File: src/hw/dgr_pkg.sv
package dgr_pkg;

  // byte-wide i/o port map
  localparam logic [15:0] PORT_ATTR_W = 16'h03c0;
  localparam logic [15:0] PORT_ATTR_R = 16'h03c1;
  localparam logic [15:0] PORT_MISC_W_ISR0 = 16'h03c2;
  localparam logic [15:0] PORT_SEQ_IDX = 16'h03c4;
  localparam logic [15:0] PORT_SEQ_DATA = 16'h03c5;
  localparam logic [15:0] PORT_FC_R = 16'h03ca;
  localparam logic [15:0] PORT_MISC_R = 16'h03cc;
  localparam logic [15:0] PORT_GFX_IDX = 16'h03ce;
  localparam logic [15:0] PORT_GFX_DATA = 16'h03cf;
  localparam logic [15:0] PORT_CRTC_IDX_MONO = 16'h03b4;
  localparam logic [15:0] PORT_CRTC_DATA_MONO = 16'h03b5;
  localparam logic [15:0] PORT_ISR1_MONO = 16'h03ba;
  localparam logic [15:0] PORT_CRTC_IDX_COLOR = 16'h03d4;
  localparam logic [15:0] PORT_CRTC_DATA_COLOR = 16'h03d5;
  localparam logic [15:0] PORT_ISR1_COLOR = 16'h03da;

  // misc_output_control fields
  localparam int MISC_RANGE_BIT = 0;
  localparam int MISC_MEM_EN_BIT = 1;
  localparam int MISC_CLK_LO = 2;
  localparam int MISC_CLK_HI = 3;
  localparam int MISC_PAGE_BIT = 5;
  localparam logic [7:0] MISC_RESET = 8'h00;

  // feature control: bit 3 vsync mode, bits 1:0 plain storage
  localparam int FC_VSYNC_OR_BIT = 3;
  localparam logic [7:0] FC_WR_MASK = 8'h0b;
  localparam logic [7:0] FC_RESET = 8'h00;

  // status register fields
  localparam int ISR0_IRQ_BIT = 7;
  localparam int ISR0_SENSE_BIT = 4;
  localparam int ISR1_DIAG_LO = 4;
  localparam int ISR1_DIAG_HI = 5;
  localparam int ISR1_VRETRACE_BIT = 3;
  localparam int ISR1_DISP_OFF_BIT = 0;

  // power-on configuration
  localparam int CFG_CLK_LOCK_BIT = 3;
  localparam logic [7:0] CFG_RESET = 8'h00;

  // extended registers behind the graphics data port
  localparam logic [7:0] EXT_IDX_FIRST = 8'h09;
  localparam logic [7:0] EXT_IDX_LAST = 8'h0f;
  localparam int EXT_COUNT = 7;
  localparam logic [7:0] EXT_IDX_MEMSIZE = 8'h0b;
  localparam int MEMSIZE_PAGE_LOCK_LO = 6;
  localparam int MEMSIZE_PAGE_LOCK_HI = 7;
  localparam logic [7:0] EXT_RESET = 8'h00;

  localparam logic [7:0] IDX_RESET = 8'h00;
  localparam logic [7:0] UNMAPPED_READ = 8'h00;

  typedef enum logic [3:0] {
    DGR_P_NONE,
    DGR_P_ATTR_W,
    DGR_P_ATTR_R,
    DGR_P_MISC_W_ISR0,
    DGR_P_SEQ_IDX,
    DGR_P_SEQ_DATA,
    DGR_P_FC_R,
    DGR_P_MISC_R,
    DGR_P_GFX_IDX,
    DGR_P_GFX_DATA,
    DGR_P_CRTC_IDX,
    DGR_P_CRTC_DATA,
    DGR_P_ISR1_FC_W
  } dgr_port_t;

  typedef enum logic [2:0] {
    DGR_G_NONE,
    DGR_G_SEQ,
    DGR_G_CRTC,
    DGR_G_GFX,
    DGR_G_ATTR
  } dgr_grp_t;

  typedef enum logic [1:0] {
    DGR_CLK_A,
    DGR_CLK_B,
    DGR_CLK_USER
  } dgr_dotclk_t;

  // one host i/o cycle, presented for a single clock
  typedef struct packed {
    logic [15:0] addr;
    logic wr;
    logic rd;
    logic [7:0] wdata;
  } dgr_io_req_t;

  // access forwarded to a register group held outside this block
  typedef struct packed {
    dgr_grp_t grp;
    logic [7:0] index;
    logic wr;
    logic rd;
    logic [7:0] wdata;
  } dgr_grp_acc_t;

endpackage

File: src/hw/dgr_port_decode.sv
`timescale 1ns/1ps
// maps a host port number onto a target; the range bit moves the
// timing-controller pair and the status/feature port between bases
module dgr_port_decode (
  input wire logic [15:0] addr_i,
  input wire logic color_i,
  output dgr_pkg::dgr_port_t port_o
);

  logic [15:0] crtc_idx;
  logic [15:0] crtc_data;
  logic [15:0] isr1_port;

  // relocated ports follow the address-range bit
  always_comb begin
    crtc_idx = color_i ? dgr_pkg::PORT_CRTC_IDX_COLOR : dgr_pkg::PORT_CRTC_IDX_MONO; // [RQ2]
    crtc_data = color_i ? dgr_pkg::PORT_CRTC_DATA_COLOR : dgr_pkg::PORT_CRTC_DATA_MONO; // [RQ2]
    isr1_port = color_i ? dgr_pkg::PORT_ISR1_COLOR : dgr_pkg::PORT_ISR1_MONO; // [RQ3]
  end

  // the enable port of the video subsystem is left undecoded on purpose
  always_comb begin
    if (addr_i == crtc_idx) begin
      port_o = dgr_pkg::DGR_P_CRTC_IDX;
    end else if (addr_i == crtc_data) begin
      port_o = dgr_pkg::DGR_P_CRTC_DATA;
    end else if (addr_i == isr1_port) begin
      port_o = dgr_pkg::DGR_P_ISR1_FC_W;
    end else begin
      case (addr_i)
        dgr_pkg::PORT_ATTR_W: port_o = dgr_pkg::DGR_P_ATTR_W; // [RQ13]
        dgr_pkg::PORT_ATTR_R: port_o = dgr_pkg::DGR_P_ATTR_R; // [RQ13]
        dgr_pkg::PORT_MISC_W_ISR0: port_o = dgr_pkg::DGR_P_MISC_W_ISR0; // [RQ1]
        dgr_pkg::PORT_SEQ_IDX: port_o = dgr_pkg::DGR_P_SEQ_IDX; // [RQ13]
        dgr_pkg::PORT_SEQ_DATA: port_o = dgr_pkg::DGR_P_SEQ_DATA; // [RQ13]
        dgr_pkg::PORT_FC_R: port_o = dgr_pkg::DGR_P_FC_R;
        dgr_pkg::PORT_MISC_R: port_o = dgr_pkg::DGR_P_MISC_R; // [RQ1]
        dgr_pkg::PORT_GFX_IDX: port_o = dgr_pkg::DGR_P_GFX_IDX; // [RQ12]
        dgr_pkg::PORT_GFX_DATA: port_o = dgr_pkg::DGR_P_GFX_DATA; // [RQ12]
        default: port_o = dgr_pkg::DGR_P_NONE;
      endcase
    end
  end

endmodule

File: src/hw/dgr_general_regs.sv
`timescale 1ns/1ps
// Operation
// [RQ1] misc control written one port, read another
// [RQ2] range bit moves timing-controller index/data ports
// [RQ3] range bit moves status-one and feature ports
// [RQ4] bit one gates host video memory cycles
// [RQ5] bits 3:2 pick dot clock source
// [RQ6] bit five picks 64KB page unless locked
// [RQ7] status zero bit seven shows retrace interrupt
// [RQ8] status zero bit four shows monitor sense
// [RQ9] status one bit three shows vertical retrace
// [RQ10] status one bit zero shows display off
// [RQ11] status one bits 5:4 show pixel pair
// [RQ12] extended registers at graphics indexes 09-0f
// [RQ13] attribute shared write port, sequencer pair
// [RQ14] subsystem enable port lives outside this block
// [RQ15] configuration loaded at power-up, not written
// [RQ16] host writes zero to reserved bits
// [RQ17] feature bit three ors display enable into vsync
// [RQ18] misc control clears to zero on reset
// [RQ19] writes to read-only status ports are dropped
module dgr_general_regs (
  input wire logic clk_sys_i,
  input wire logic reset_i,
  input wire dgr_pkg::dgr_io_req_t io_req_i,
  input wire logic [7:0] cfg_strap_i,
  input wire logic retrace_irq_pending_i,
  input wire logic monitor_sense_input_i,
  input wire logic vretrace_i,
  input wire logic display_enable_i,
  input wire logic [7:0] pixel_out_i,
  input wire logic [1:0] plane_enable_i,
  input wire logic vsync_i,
  input wire logic vdisp_enable_i,
  input wire logic [7:0] grp_rdata_i,
  output logic [7:0] io_rdata_o,
  output logic io_rvalid_o,
  output logic io_hit_o,
  output dgr_pkg::dgr_grp_acc_t grp_acc_o,
  output dgr_pkg::dgr_dotclk_t dot_clk_sel_o,
  output logic mem_access_en_o,
  output logic page_upper_o,
  output logic crtc_color_o,
  output logic vsync_o,
  output logic [7:0] cfg_o
);

  dgr_pkg::dgr_port_t port;
  logic take_wr;
  logic take_rd;

  // register state
  logic [7:0] misc_reg, misc_next;
  logic [7:0] fc_reg, fc_next;
  logic [7:0] cfg_reg, cfg_next;
  logic cfg_loaded_reg, cfg_loaded_next;
  logic [7:0] seq_idx_reg, seq_idx_next;
  logic [7:0] crtc_idx_reg, crtc_idx_next;
  logic [7:0] gfx_idx_reg, gfx_idx_next;
  logic [7:0] attr_idx_reg, attr_idx_next;
  logic attr_data_phase_reg, attr_data_phase_next;
  logic [7:0] ext_reg [dgr_pkg::EXT_COUNT];
  logic [7:0] ext_next [dgr_pkg::EXT_COUNT];
  logic mon_sense_reg, mon_sense_next;

  // read pipeline and forwarded access
  logic rd_pend_reg, rd_pend_next;
  logic rd_ext_reg, rd_ext_next;
  logic [7:0] rd_local_reg, rd_local_next;
  dgr_pkg::dgr_grp_acc_t acc_reg, acc_next;
  logic [7:0] rdata_reg, rdata_next;
  logic rvalid_reg, rvalid_next;
  logic hit_reg, hit_next;

  // pin-facing outputs
  dgr_pkg::dgr_dotclk_t dotclk_reg, dotclk_next;
  logic mem_en_reg, mem_en_next;
  logic page_reg, page_next;
  logic color_reg, color_next;
  logic vsync_reg, vsync_next;

  // helpers
  logic gfx_ext_hit;
  logic [2:0] gfx_ext_slot;
  logic [7:0] memsize;
  logic [7:0] isr0_val;
  logic [7:0] isr1_val;
  logic diag_hi;
  logic diag_lo;

  dgr_port_decode u_decode (
    .addr_i(io_req_i.addr),
    .color_i(misc_reg[dgr_pkg::MISC_RANGE_BIT]),
    .port_o(port)
  );

  assign take_wr = io_req_i.wr;
  assign take_rd = io_req_i.rd & ~io_req_i.wr;

  // extended slot lookup; index 09 is slot 0
  always_comb begin
    gfx_ext_hit = (gfx_idx_reg >= dgr_pkg::EXT_IDX_FIRST) &&
      (gfx_idx_reg <= dgr_pkg::EXT_IDX_LAST); // [RQ12]
    gfx_ext_slot = 3'(gfx_idx_reg - dgr_pkg::EXT_IDX_FIRST);
    memsize = ext_reg[3'(dgr_pkg::EXT_IDX_MEMSIZE - dgr_pkg::EXT_IDX_FIRST)];
  end

  // status values are built live at the moment of the read, except monitor sense, taken from its register a cycle earlier
  always_comb begin
    case (plane_enable_i)
      2'h0: begin
        diag_hi = pixel_out_i[2];
        diag_lo = pixel_out_i[0];
      end
      2'h1: begin
        diag_hi = pixel_out_i[5];
        diag_lo = pixel_out_i[4];
      end
      2'h2: begin
        diag_hi = pixel_out_i[3];
        diag_lo = pixel_out_i[1];
      end
      default: begin
        diag_hi = pixel_out_i[7];
        diag_lo = pixel_out_i[6];
      end
    endcase
    isr0_val = 8'h00;
    isr0_val[dgr_pkg::ISR0_IRQ_BIT] = retrace_irq_pending_i; // [RQ7]
    isr0_val[dgr_pkg::ISR0_SENSE_BIT] = mon_sense_reg; // [RQ8]
    isr1_val = 8'h00;
    isr1_val[dgr_pkg::ISR1_DIAG_HI] = diag_hi; // [RQ11]
    isr1_val[dgr_pkg::ISR1_DIAG_LO] = diag_lo; // [RQ11]
    isr1_val[dgr_pkg::ISR1_VRETRACE_BIT] = vretrace_i; // [RQ9]
    isr1_val[dgr_pkg::ISR1_DISP_OFF_BIT] = ~display_enable_i; // [RQ10]
  end

  // host writes; misc reserved bits are stored as given, software keeps them zero; feature control masks its reserved bits to zero
  always_comb begin
    misc_next = misc_reg;
    fc_next = fc_reg;
    seq_idx_next = seq_idx_reg;
    crtc_idx_next = crtc_idx_reg;
    gfx_idx_next = gfx_idx_reg;
    attr_idx_next = attr_idx_reg;
    attr_data_phase_next = attr_data_phase_reg;
    for (int i = 0; i < dgr_pkg::EXT_COUNT; i++) begin
      ext_next[i] = ext_reg[i];
    end
    if (take_wr) begin
      case (port)
        dgr_pkg::DGR_P_MISC_W_ISR0: misc_next = io_req_i.wdata; // [RQ1] [RQ19]
        dgr_pkg::DGR_P_ISR1_FC_W: begin
          fc_next = io_req_i.wdata & dgr_pkg::FC_WR_MASK; // [RQ3] [RQ19]
        end
        dgr_pkg::DGR_P_SEQ_IDX: seq_idx_next = io_req_i.wdata; // [RQ13]
        dgr_pkg::DGR_P_CRTC_IDX: crtc_idx_next = io_req_i.wdata; // [RQ2]
        dgr_pkg::DGR_P_GFX_IDX: gfx_idx_next = io_req_i.wdata; // [RQ12]
        dgr_pkg::DGR_P_GFX_DATA: begin
          if (gfx_ext_hit) begin
            ext_next[gfx_ext_slot] = io_req_i.wdata; // [RQ12]
          end
        end
        dgr_pkg::DGR_P_ATTR_W: begin
          // one port, alternating index then data
          if (!attr_data_phase_reg) begin
            attr_idx_next = io_req_i.wdata; // [RQ13]
          end
          attr_data_phase_next = ~attr_data_phase_reg; // [RQ13]
        end
        default: begin
          // read-only and unmapped ports swallow writes
        end
      endcase
    end else if (take_rd && port == dgr_pkg::DGR_P_ISR1_FC_W) begin
      // reading status one rearms the attribute port at its index phase
      attr_data_phase_next = 1'b0;
    end
  end

  // power-on configuration: caught once, no host write path
  always_comb begin
    cfg_next = cfg_reg;
    cfg_loaded_next = 1'b1;
    if (!cfg_loaded_reg) begin
      cfg_next = cfg_strap_i; // [RQ15]
    end
    mon_sense_next = monitor_sense_input_i; // [RQ8]
  end

  // host reads and forwarded group accesses
  always_comb begin
    rd_pend_next = take_rd;
    rd_ext_next = 1'b0;
    rd_local_next = dgr_pkg::UNMAPPED_READ;
    hit_next = (take_rd | take_wr) && (port != dgr_pkg::DGR_P_NONE); // [RQ14]
    acc_next = '0;
    acc_next.grp = dgr_pkg::DGR_G_NONE;
    acc_next.wdata = io_req_i.wdata;
    if (take_rd) begin
      case (port)
        dgr_pkg::DGR_P_MISC_R: rd_local_next = misc_reg; // [RQ1]
        dgr_pkg::DGR_P_MISC_W_ISR0: rd_local_next = isr0_val; // [RQ7]
        dgr_pkg::DGR_P_ISR1_FC_W: rd_local_next = isr1_val; // [RQ9]
        dgr_pkg::DGR_P_FC_R: rd_local_next = fc_reg;
        dgr_pkg::DGR_P_SEQ_IDX: rd_local_next = seq_idx_reg;
        dgr_pkg::DGR_P_CRTC_IDX: rd_local_next = crtc_idx_reg;
        dgr_pkg::DGR_P_GFX_IDX: rd_local_next = gfx_idx_reg;
        dgr_pkg::DGR_P_ATTR_W: rd_local_next = attr_idx_reg;
        dgr_pkg::DGR_P_GFX_DATA: begin
          if (gfx_ext_hit) begin
            rd_local_next = ext_reg[gfx_ext_slot]; // [RQ12]
          end else begin
            rd_ext_next = 1'b1;
          end
        end
        dgr_pkg::DGR_P_SEQ_DATA, dgr_pkg::DGR_P_CRTC_DATA, dgr_pkg::DGR_P_ATTR_R: begin
          rd_ext_next = 1'b1; // [RQ13]
        end
        default: rd_local_next = dgr_pkg::UNMAPPED_READ;
      endcase
    end
    // group select for an outside data access
    case (port)
      dgr_pkg::DGR_P_SEQ_DATA: begin
        acc_next.grp = dgr_pkg::DGR_G_SEQ;
        acc_next.index = seq_idx_reg;
        acc_next.wr = take_wr;
        acc_next.rd = take_rd;
      end
      dgr_pkg::DGR_P_CRTC_DATA: begin
        acc_next.grp = dgr_pkg::DGR_G_CRTC;
        acc_next.index = crtc_idx_reg;
        acc_next.wr = take_wr;
        acc_next.rd = take_rd;
      end
      dgr_pkg::DGR_P_GFX_DATA: begin
        acc_next.grp = gfx_ext_hit ? dgr_pkg::DGR_G_NONE : dgr_pkg::DGR_G_GFX;
        acc_next.index = gfx_idx_reg;
        acc_next.wr = take_wr & ~gfx_ext_hit;
        acc_next.rd = take_rd & ~gfx_ext_hit;
      end
      dgr_pkg::DGR_P_ATTR_W: begin
        acc_next.grp = dgr_pkg::DGR_G_ATTR;
        acc_next.index = attr_idx_reg;
        acc_next.wr = take_wr & attr_data_phase_reg; // [RQ13]
      end
      dgr_pkg::DGR_P_ATTR_R: begin
        acc_next.grp = dgr_pkg::DGR_G_ATTR;
        acc_next.index = attr_idx_reg;
        acc_next.rd = take_rd; // [RQ13]
      end
      default: acc_next.grp = dgr_pkg::DGR_G_NONE;
    endcase
    // second stage: outside data arrives while acc_reg.rd is high
    rvalid_next = rd_pend_reg;
    rdata_next = rdata_reg;
    if (rd_pend_reg) begin
      rdata_next = rd_ext_reg ? grp_rdata_i : rd_local_reg;
    end
  end

  // pin controls follow the stored fields one cycle later
  always_comb begin
    color_next = misc_reg[dgr_pkg::MISC_RANGE_BIT]; // [RQ2]
    mem_en_next = misc_reg[dgr_pkg::MISC_MEM_EN_BIT]; // [RQ4]
    case (misc_reg[dgr_pkg::MISC_CLK_HI:dgr_pkg::MISC_CLK_LO])
      2'h0: dotclk_next = dgr_pkg::DGR_CLK_A; // [RQ5]
      2'h1: dotclk_next = dgr_pkg::DGR_CLK_B; // [RQ5]
      default: begin
        // a locked configuration keeps the user clock out
        dotclk_next = cfg_reg[dgr_pkg::CFG_CLK_LOCK_BIT] ? dgr_pkg::DGR_CLK_A
                                                         : dgr_pkg::DGR_CLK_USER; // [RQ5]
      end
    endcase
    // a large memory size setting overrides the page bit
    page_next = misc_reg[dgr_pkg::MISC_PAGE_BIT] &
      ~(memsize[dgr_pkg::MEMSIZE_PAGE_LOCK_HI] | memsize[dgr_pkg::MEMSIZE_PAGE_LOCK_LO]); // [RQ6]
    vsync_next = vsync_i |
      (fc_reg[dgr_pkg::FC_VSYNC_OR_BIT] & vdisp_enable_i); // [RQ17]
  end

  always_ff @(posedge clk_sys_i) begin
    if (reset_i) begin
      misc_reg <= dgr_pkg::MISC_RESET; // [RQ18]
      fc_reg <= dgr_pkg::FC_RESET;
      cfg_reg <= dgr_pkg::CFG_RESET;
      cfg_loaded_reg <= 1'b0; // [RQ15]
      seq_idx_reg <= dgr_pkg::IDX_RESET;
      crtc_idx_reg <= dgr_pkg::IDX_RESET;
      gfx_idx_reg <= dgr_pkg::IDX_RESET;
      attr_idx_reg <= dgr_pkg::IDX_RESET;
      attr_data_phase_reg <= 1'b0;
      for (int i = 0; i < dgr_pkg::EXT_COUNT; i++) begin
        ext_reg[i] <= dgr_pkg::EXT_RESET;
      end
      mon_sense_reg <= 1'b0;
      rd_pend_reg <= 1'b0;
      rd_ext_reg <= 1'b0;
      rd_local_reg <= 8'h00;
      acc_reg <= '0;
      rdata_reg <= 8'h00;
      rvalid_reg <= 1'b0;
      hit_reg <= 1'b0;
      dotclk_reg <= dgr_pkg::DGR_CLK_A;
      mem_en_reg <= 1'b0;
      page_reg <= 1'b0;
      color_reg <= 1'b0;
      vsync_reg <= 1'b0;
    end else begin
      misc_reg <= misc_next;
      fc_reg <= fc_next;
      cfg_reg <= cfg_next;
      cfg_loaded_reg <= cfg_loaded_next;
      seq_idx_reg <= seq_idx_next;
      crtc_idx_reg <= crtc_idx_next;
      gfx_idx_reg <= gfx_idx_next;
      attr_idx_reg <= attr_idx_next;
      attr_data_phase_reg <= attr_data_phase_next;
      for (int i = 0; i < dgr_pkg::EXT_COUNT; i++) begin
        ext_reg[i] <= ext_next[i];
      end
      mon_sense_reg <= mon_sense_next;
      rd_pend_reg <= rd_pend_next;
      rd_ext_reg <= rd_ext_next;
      rd_local_reg <= rd_local_next;
      acc_reg <= acc_next;
      rdata_reg <= rdata_next;
      rvalid_reg <= rvalid_next;
      hit_reg <= hit_next;
      dotclk_reg <= dotclk_next;
      mem_en_reg <= mem_en_next;
      page_reg <= page_next;
      color_reg <= color_next;
      vsync_reg <= vsync_next;
    end
  end

  assign io_rdata_o = rdata_reg;
  assign io_rvalid_o = rvalid_reg;
  assign io_hit_o = hit_reg;
  assign grp_acc_o = acc_reg;
  assign dot_clk_sel_o = dotclk_reg;
  assign mem_access_en_o = mem_en_reg;
  assign page_upper_o = page_reg;
  assign crtc_color_o = color_reg;
  assign vsync_o = vsync_reg;
  assign cfg_o = cfg_reg;

endmodule

File: config.mk
export PLATFORM = sky130hd
export DESIGN_NAME = dgr_general_regs
export DESIGN_NICKNAME = d
export VERILOG_FILES = /design/src/hw/dgr_pkg.sv /design/src/hw/dgr_port_decode.sv /design/src/hw/dgr_general_regs.sv
export SDC_FILE = /design/constraint.sdc
export NUM_CORES = 1
export LEC_CHECK = 0
export BUFFER_PORTS_ARGS = -buffer_cell sky130_fd_sc_hd__buf_2
export CELL_PAD_IN_SITES_DETAIL_PLACEMENT = 1
export CELL_PAD_IN_SITES_GLOBAL_PLACEMENT = 1
export CORE_MARGIN = 2
export CORE_UTILIZATION = 46
export DETAILED_ROUTE_END_ITERATION = 16
export GPL_ROUTABILITY_DRIVEN = 0
export HOLD_SLACK_MARGIN = 0.08
export PLACE_DENSITY_LB_ADDON = 0.1
export SLEW_MARGIN = 20
export SYNTH_ARGS = -nofsm -noshare
export SYNTH_HDL_FRONTEND = slang
export SYNTH_SLANG_ARGS = --single-unit
File: constraint.sdc
create_clock -name clk_sys_i -period 5.4 [get_ports clk_sys_i]
set_input_delay 0.27 -clock clk_sys_i [delete_from_list [all_inputs] [get_ports clk_sys_i]]
set_output_delay 0.27 -clock clk_sys_i [all_outputs]
set_load 0.03 [all_outputs]
Word-level counts from Yosys, hierarchy flattened
Memories as Yosys holds them, arrays and structs flattened.
Index checks and enable logic that the tools add are counted.
{"block": "totals", "input_bits": 60, "memories": 1, "mem_bits_rw": 56, "register_bits": 101, "output_inout_bits": 45, "elab_cells": 142}
{"memory": "ext_reg", "depth": 7, "width": 8, "read_ports": 8, "rd_ports_with_merged_regs": 0, "wr": 7, "line": "dgr_general_regs.sv:62", "rtl": "logic [7:0] ext_reg [dgr_pkg::EXT_COUNT];"}
{"block": "op_classes", "muxes": 40, "n_eq_ne": 28, "addsub": 1, "n_bitwise": 23, "n_lt_le_gt_ge": 4, "reduce_logical": 19}
{"op": "2-to-1 mux 56 bit", "n": 3}
{"op": "== test 16 x 10 -> 1 bit, second input constant", "n": 9}
{"op": "2-to-1 mux 8 bit", "n": 10}
{"op": "case mux 8 bit (9 select lines)", "n": 1}
{"op": "bitwise mux 56 bit", "n": 1}
{"op": "== test 16 bit", "n": 3}
{"op": "case mux 4 bit (9 select lines)", "n": 1}
{"op": "case mux 8 bit (4 select lines)", "n": 1}
{"op": "demux 8 bit (select 3 bit)", "n": 1}
{"op": "2-to-1 mux 7 bit", "n": 3}
{"op": "== test 4 bit, second input constant", "n": 5}
{"op": "== test 4 x 3 -> 1 bit, second input constant", "n": 4}
{"op": "2-to-1 mux 4 bit", "n": 3}
{"op": "case mux 3 bit (4 select lines)", "n": 1}
{"op": "AND reduction 2 bit", "n": 6}
{"op": "OR 1 bit", "n": 10}
{"op": "case mux 1 bit (3 select lines)", "n": 3}
{"op": "== test 4 x 2 -> 1 bit, second input constant", "n": 2}
{"op": ">= comparator 8 x 4 -> 1 bit, second input constant", "n": 1}
{"op": "<= comparator 8 x 4 -> 1 bit, second input constant", "n": 1}
{"op": "2-to-1 mux 1 bit", "n": 7}
{"op": "bitwise AND 1 bit", "n": 6}
{"op": "inverter 1 bit", "n": 6}
{"op": "OR reduction 2 bit", "n": 3}
{"op": "17 further kinds", "n": 24}

Logic depth before layout (Yosys ltp)
Gate-level depths: netlist of run 1.
{"block": "depth", "ltp_word": 11, "depth_mapped": 10, "depth_no_buf": 8}

Cells and area by module
A second synthesis of run 1 with hierarchy kept.
{"block": "unflattened", "hier_cells": 745, "hier_area_um2": 6949.2}
{"mod": "dgr_general_regs", "area_each_um2": 6707.7, "n_inst": 1, "seq_area_each_um2": 3143.0, "cells_per_inst": 712}
{"mod": "dgr_port_decode", "area_each_um2": 241.5, "n_inst": 1, "seq_area_each_um2": 0.0, "cells_per_inst": 33}

Least setup slack after synthesis of run 1
OpenSTA, ideal clock, no wires.
{"block": "synth_timing", "path_kind": "register to register", "start": "register gfx_idx_reg[0]", "end": "register rd_local_reg[7]", "synth_period_minus_slack_ns": 2.235, "path_buffers": 0, "required_ns": 5.267, "arrival_ns": 2.103, "slack_ns": 3.165, "stages_incl_launch_ff": 9, "setup_ns": 0.133, "path_cell_list": "dfxtp_1 inv_1 ha_1 xor2_1 mux4_2 nand2_1 o21ai_0 a221oi_1 a31oi_1"}
{"block": "synth_between", "elab_chain_len": 4, "word_cells_on_any_way": 7, "classes_between": "add/sub: 1; order compare: 2; mux: 2; reduce/logical: 1; memory: 1"}
{"item": "start: declaration", "line": "dgr_general_regs.sv:59", "rtl": "logic [7:0] gfx_idx_reg, gfx_idx_next;"}
{"item": "start signal: assignment", "line": "dgr_general_regs.sv:291", "rtl": "gfx_idx_reg <= dgr_pkg::IDX_RESET;"}
{"item": "start signal: assignment", "line": "dgr_general_regs.sv:317", "rtl": "gfx_idx_reg <= gfx_idx_next;"}
{"item": "subtractor 3 x 1 -> 3 bit (tied with other cells)", "line": "dgr_general_regs.sv:104", "rtl": "gfx_ext_slot = 3'(gfx_idx_reg - dgr_pkg::EXT_IDX_FIRST);"}
{"item": "memory (7 x 8 bit) / logical AND 1 bit (equally long branches)"}
{"item": "2-to-1 mux 8 bit *", "line": "dgr_general_regs.sv:211", "rtl": "if (gfx_ext_hit) begin"}
{"item": "case mux 8 bit (9 select lines) *", "line": "dgr_general_regs.sv:201", "rtl": "case (port)"}
{"item": "end signal: assignment", "line": "dgr_general_regs.sv:326", "rtl": "rd_local_reg <= rd_local_next;"}
{"item": "end: declaration", "line": "dgr_general_regs.sv:69", "rtl": "logic [7:0] rd_local_reg, rd_local_next;"}
Every way passes the cells marked *; elsewhere a longest branch is shown, timed or not.
A chain may end at the register's enable or synchronous reset.

==> results of run 1 <==
path summary, 6_finish.rpt:
kind | start | endpoint | slack, ns | cells after the start
worst max-delay path | gfx_idx_reg[0] | ext_reg[5][6] | 2.62 | 8
worst min-delay path | cfg_strap_i[3] | cfg_o[3] | 0.1 | 3
worst max register to register | gfx_idx_reg[0] | ext_reg[5][6] | 2.62 | 8
worst min register to register | ext_reg[2][7] | page_upper_o | 0.45 | 1
synth_stat cells (all sizes together) (3+ instances only):
| master | instances |
|---|---|
| a211o | 3 |
| a211oi | 12 |
| a21oi | 50 |
| a222oi | 13 |
| a22oi | 3 |
| a31oi | 7 |
| a41oi | 8 |
| and2 | 3 |
| and3 | 6 |
| buf | 21 |
| clkbuf | 34 |
| dfxtp | 157 |
| inv | 17 |
| mux2i | 34 |
| mux4 | 10 |
| nand2 | 111 |
| nand2b | 3 |
| nand3 | 80 |
| nand4 | 10 |
| nand4bb | 5 |
| nor2 | 34 |
| nor2b | 7 |
| nor3 | 7 |
| nor3b | 3 |
| nor4 | 3 |
| o21ai | 68 |
| o2bb2ai | 9 |
| or3b | 5 |
layer usage:
layer	GRT usage	part of all wire
met5	0	0
met4	0.08209	0.016
met3	0.05862	0.056
met2	0.4633	0.48
met1	0.3714	0.45
worst reg2reg max path, stage by stage, from the launching register on:
cell	delay [ns]
dfxtp_1	0.32
buf_4	0.36
ha_1	0.24
o311ai_1	0.30
nor4_4	0.37
buf_4	0.31
nand4_2	0.40
nand3_1	0.22
o21ai_0	0.12
cells in the final DEF, fill, tap and decap left out, types with 6 or more instances in the layout:
| cell type | Yosys | layout |
|---|---|---|
| a211oi_1 | 11 | 11 |
| a21oi_1 | 50 | 50 |
| a222oi_1 | 13 | 13 |
| a31oi_1 | 7 | 7 |
| a41oi_1 | 7 | 7 |
| and3_1 | 6 | 6 |
| buf_2 | 9 | 104 |
| buf_4 | 3 | 7 |
| clkbuf_16 | 0 | 17 |
| dfxtp_1 | 157 | 157 |
| inv_1 | 17 | 16 |
| mux2i_1 | 34 | 34 |
| mux4_2 | 10 | 10 |
| nand2_1 | 111 | 111 |
| nand3_1 | 78 | 78 |
| nand4_2 | 6 | 6 |
| nor2_1 | 34 | 34 |
| nor2b_1 | 7 | 7 |
| o21ai_0 | 51 | 51 |
| o21ai_1 | 17 | 17 |
| o2bb2ai_1 | 9 | 9 |
power groups by stage:
stage / combinational [mW] / sequential [mW] / clock (mW)
after floorplan: 0.0652 / 1.22 / 0
after global placement: 0.139 / 1.20 / 0
after detailed placement: 0.143 / 1.20 / 0
after CTS: 0.146 / 1.18 / 1.33
after global routing: 0.158 / 1.18 / 1.37
final: 0.147 / 1.18 / 1.31
through the flow:
step | setup slack [ns] | cell area [um2] | power [mW] | util
final | 2.616 | 8068 | 2.634 | 0.5551
after global placement | 2.677 | 7371 | 1.341 | 0.5071
after floorplan | 3.165 | 6819 | 1.285 | -
after global routing | 2.442 | 8068 | 2.708 | 0.5551
after CTS | 2.628 | 8050 | 2.649 | 0.5539
after detailed placement | 2.529 | 7371 | 1.346 | 0.5071
cell type report:
class                   count  area [um2]
fillers                  1696        6466
multi-input cells         527        3378
flip-flops and latches    157        3143
repair buffers            115       613.1
clock buffers              22       454.2
well taps                 184       230.2
clock inverters            10       185.2
inverters                  17       63.81
cells by family after synthesis:
family / after synthesis
adders and majority gates: 2
and+or+nand+nor: 286
buffers and inverters: 72
DFF: 157
muxes: 46
AOI/OAI and AO/OA: 190
xor gates and xnor gates: 3
==> qor.txt, run 1 <==
RSZ-0062 raised after global routing - no
Clk pwr share - 0.497
Core area - 14530 um2
Crit path max fanout - 22
Largest net degree at the start of global routing - 73
Cell Area, Synth - 6819 um2
Mapped Cells - 756
Ports - 105
Largest family of logic cells by synthesized area - simple AND/OR/NAND/NOR gates
Syn. warnings - 0
Worst EP arrival - 3.07 ns
CP required - 5.69 ns
Avg Inst Size Synth - 9.020 um2
Power per cell area - 326.5 nW/um2
Grt ovf - 0
Worst-case clock buffer depth - 2
DPL Wire Length - 15530 um
Netlist cell types - 66
P_leak - 3.058 nW
Sw frac - 0.2224
Fmax - 0.3592 GHz
Worst Max-Slew Pin Slew - 1.042 ns
Post-synth ARST share - 0
Ys flop type - dfxtp_1
Final Hold Fails - 0
Crit path buffers/inverters - 2
Final hold slack - 0.09642 ns
VDD IR max - 0.0002100 V
Minimum clock period - 2.784 ns
Largest register FFs - 56
Sequential Power Share - 0.447
Antenna-violating nets left - 0
Share of layout cells above drive strength 1 - 0.2087
Setup tns final - 0 ns
Post-synth EDFFs - 0
Setup CP Type - reg -> reg
Switching power - 585.8 uW
CTS Hold Bufs - 4
Power Internal - 2.048 mW
Crit share post-route - 0.5156
Slowest CP cell - nand4_2
Root Driver - clkbuf_16
Die height - 125.8 um
Post-CTS setup buffers - 0
PortBufs - 104
ANT cells - 0
Via Count - 6258
Cell-by-cell trace of the critical path - buf_4, ha_1, o311ai_1, nor4_4, buf_4, nand4_2, nand3_1, o21ai_0
Initial core utilization - 0.4692
Status - complete, no violations
Post-synthesis mux area share - 0.08624
Synth Register Bits - 157
DR iter-0 viols - 487
Wirelength per Cell - 21.43 um
Cell class contributing the biggest share of worst-path delay - simple AND/OR/NAND/NOR gates
Syn Nets - 818
WL final - 22110 um
Via density - 6.064
1st-pass router iterations - 7
Total CTS buffers - 17
Largest cells by area after synthesis - dfxtp_1 46%, nand2_1 6.1%, nand3_1 5.7%, mux2i_1 5.0%, o21ai_0 3.7%
Startpoint types - flop
# nets final - 897
Post-route DRC - 0
Die width - 125.8 um
Most common cell on crit path - buf_4
Final Slew Violations - 0
Post-synth top area share - 0.4609
Clock Skew - 0.01214 ns
Initial antenna violation count - 0
Total GRT Usage - 0.2798
Vias in the first global route - 6293
Adder-Cell Fraction of Synth Area - 0.003670
Row cnt - 44
Sequential share of the synthesized area - 0.4609
Later-pin clock latency in the skew report - 0.43 ns
Cell accounting for the most synthesized area - dfxtp_1
MaxCap Viol Count - 0
H-tree levels - 4
First-pass GRT wire length - 34710 um
CP max stage delay - 0.38 ns
Compound-gate portion of the synthesized area - 0.1785
Max_slew headroom - 0.2943
Simple-Gate Fraction of Synth Area - 0.2206
PostCTS Resize Cnt - 0
Placed Instances - 996
XOR/XNOR Fraction of Synth Area - 0.003853
Area delta synth->final - 18.31%
Clk slew on worst S/H paths - 0.06 ns
Hold crit path type - in -> reg
Setup violators final - 0
Die area - 15810 um2
Crit end category - flop
Final cell count without fillers - 1032
CTS tree - yes
# clock sinks - 157
Combinational share of power - 0.056
No activity file was read; power rests on OpenSTA's default activity.
==> inputs of run 2 (changes only) <==
--- a/config.mk
+++ b/config.mk
@@ -9,7 +9,7 @@
 export CELL_PAD_IN_SITES_DETAIL_PLACEMENT = 1
 export CELL_PAD_IN_SITES_GLOBAL_PLACEMENT = 1
 export CORE_MARGIN = 2
-export CORE_UTILIZATION = 46
+export CORE_UTILIZATION = 43
 export DETAILED_ROUTE_END_ITERATION = 16
 export GPL_ROUTABILITY_DRIVEN = 0
 export HOLD_SLACK_MARGIN = 0.08
==> constraint.sdc (replaced) <==
create_clock -name clk_sys_i -period 2.68 [get_ports clk_sys_i]
set_input_delay 0.134 -clock clk_sys_i [delete_from_list [all_inputs] [get_ports clk_sys_i]]
set_output_delay 0.134 -clock clk_sys_i [all_outputs]
set_load 0.03 [all_outputs]
==> run 2 against run 1 <==
Sequential power increased by 100%. Non-clock buffer count increased by 37. Die area increased by 6.8%. Clock skew decreased by 0.0034 ns. Hold slack improved by 0.12 ns. Largest power group unchanged. Final area increased by 3.9%.
==> qor.txt, run 2 (synthesis gave the netlist of run 1 again) <==
Status - complete, no violations
ANT cells - 0 (unchanged)
Root Driver - clkbuf_16
Setup CP Type - reg -> reg
FF-to-FF Start - misc_reg[0]
Worst Max-Slew Pin Slew - 0.9087 ns (-0.1334 ns)
Final Slew Violations - 0 (unchanged)
Fmax - 0.3980 GHz (+11%)
Grt ovf - 0 (unchanged)
Worst reg2reg path endpoint - rd_local_reg[5]
Most common cell after layout, fill and taps aside - dfxtp_1
Worst-case clock buffer depth - 2 (unchanged)
Post-layout util - 0.5333 (-0.02181)
Crit path max fanout - 9 (-59%)
Initial antenna violation count - 0 (unchanged)
Clock Skew - 0.008714 ns (-0.003430 ns)
CTS tree - yes
Post-route DRC - 0 (unchanged)
MaxCap Viol Count - 0 (unchanged)
DR iter-0 viols - 657 (+35%)
1st-pass router iterations - 7 (unchanged)
Post-route cell area - 8379 um2 (+3.9%)
H-tree levels - 4 (unchanged)
# nets final - 934 (+4.1%)
First-pass GRT wire length - 35710 um (+2.9%)
Die width - 129.9 um (+3.3%)
Total GRT Usage - 0.2797 (about the same)
Via Count - 6370 (+1.8%)
CP required - 3.02 ns (-2.67 ns)
Die area - 16880 um2 (+6.8%)
Crit. Startpoint - misc_reg[0]
Placed Instances - 1041 (+4.5%)
Antenna-violating nets left - 0 (unchanged)
RSZ-0062 raised after global routing - yes
Share of layout cells above drive strength 1 - 0.2136 (+0.004833)
Largest net degree at the start of global routing - 46 (-37%)
# clock sinks - 157 (unchanged)
Worst r2r path cells - 6 (-2)
Worst EP arrival - 2.86 ns (-0.21 ns)
Minimum clock period - 2.512 ns (-0.2716 ns)
Crit end category - flop
Via density - 5.786 (-4.6%)
Row cnt - 46 (+4.5%)
P_leak - 3.173 nW (+3.8%)
Power per cell area - 609.7 nW/um2 (+87%)
R2R setup slack - 0.17 ns (-2.45 ns)
Final cell count without fillers - 1101 (+6.7%)
Placed instance area - 7508 um2 (+1.9%)
Startpoint types - flop
Tot Pwr - 5.109 mW (+94%)
Initial core utilization - 0.4340 (-0.03519)
VDD IR max - 0.0004548 V (+120%)
Crit share post-route - 0.9375 (+0.4219)
Final Hold Fails - 0 (unchanged)
Max_slew headroom - 0.3942 (+0.09988)
Ports - 105 (unchanged)
Core area - 15710 um2 (+8.1%)
Setup tns final - 0 ns (unchanged)
Fillers - 1860 (+9.7%)
Wirelength per Cell - 20.50 um (-4.3%)
WL final - 22570 um (+2.1%)
Worst Setup EP - rd_local_reg[5]
Largest register FFs - 56 (unchanged)
Clk slew on worst S/H paths - 0.07 ns (about the same)
Most frequent cells in the layout - 157 x dfxtp_1, 111 x nand2_1, 104 x buf_2
Die height - 129.9 um (+3.3%)
Area delta synth->final - 22.88%
DPL Wire Length - 15980 um (+2.8%)
Setup violators final - 0 (unchanged)
PortBufs - 104 (unchanged)
Vias in the first global route - 6527 (+3.7%)
Later-pin clock latency in the skew report - 0.43 ns (about the same)
Total CTS buffers - 17 (unchanged)
Hold crit path type - in -> reg
Post-CTS setup buffers - 0 (unchanged)
[run 2: changes by cell type in the layout (fill, tap and decap cells not counted), moves of 2 or more]
| cell | change |
|---|---|
| dlygate4sd3_1 | +24 |
| inv_6 | +3 |
| nor3_2 | -2 |
| buf_4 | +13 |
| clkinvlp_4 | +3 |
| clkbuf_1 | -2 |
| bufinv_16 | -3 |
| nor3_1 | +2 |
[run 2: routing by layer]
metal	routed length, um	part of all wire	GRT usage	up-vias
li1	-	-	-	2989
met1	9957	0.44	0.3595	3140
met3	1419	0.063	0.06560	41
met5	0	0	0	-
met4	450	0.020	0.09930	0
met2	10740	0.48	0.4623	200
[run 2: repair_timing]
| action | CTS | global route |
|---|---|---|
| gates resized for setup | 0 | 1 |
| endpoints found under the hold margin | 52 | 0 |
| setup endpoints to repair | 0 | 18 |
| hold buffers | 28 | 0 |
[run 2: where the power goes]
group / total (mW) / switching (mW) / internal (mW) / leakage, nW
registers: 2.37 / 0.0149 / 2.36 / 1.27
logic: 0.328 / 0.210 / 0.118 / 1.63
clock network: 2.41 / 1.01 / 1.40 / 0.274
total: 5.11 / 1.23 / 3.88 / 3.17
[run 2: critical path, stage by stage, from the launching register on]
cell	delay, ns
dfxtp_1	0.41
nand4b_1	0.25
and2_1	0.37
nor3_1	0.64
a222oi_1	0.26
and3_1	0.27
a31oi_1	0.22
[run 2: final cells by class]
class | instances | area, um2 | share of cell area
repair buffers | 152 | 950.9 | 0.1135
flip-flops and latches | 157 | 3143 | 0.3751
clock inverters | 12 | 135.1 | 0.01613
well taps | 216 | 270.3 | 0.03225
multi-input cells | 527 | 3369 | 0.4021
clock buffers | 20 | 446.7 | 0.05331
inverters | 17 | 63.81 | 0.007615
[run 2: worst min-delay path by stage]
stage,startpoint,endpoint,slack (ns),cells past startpoint
floorplan,vsync_i,vsync_o,0.25,2
global placement,vsync_i,vsync_o,0.34,3
detailed placement,monitor_sense_input_i,mon_sense_reg,0.37,2
CTS,reset_i,grp_acc_o[9],0.20,4
global route,reset_i,cfg_o[0],0.25,3
finish,reset_i,cfg_o[5],0.21,3
[run 2: metrics by stage]
stage,setup slack (ns),hold WS [ns]
after floorplan,0.4449,0.2514
after global placement,0.2328,0.3443
after detailed placement,0.1867,0.3695
after CTS,0.1649,0.2032
after global routing,-0.03419,0.2488
final,0.1676,0.2122
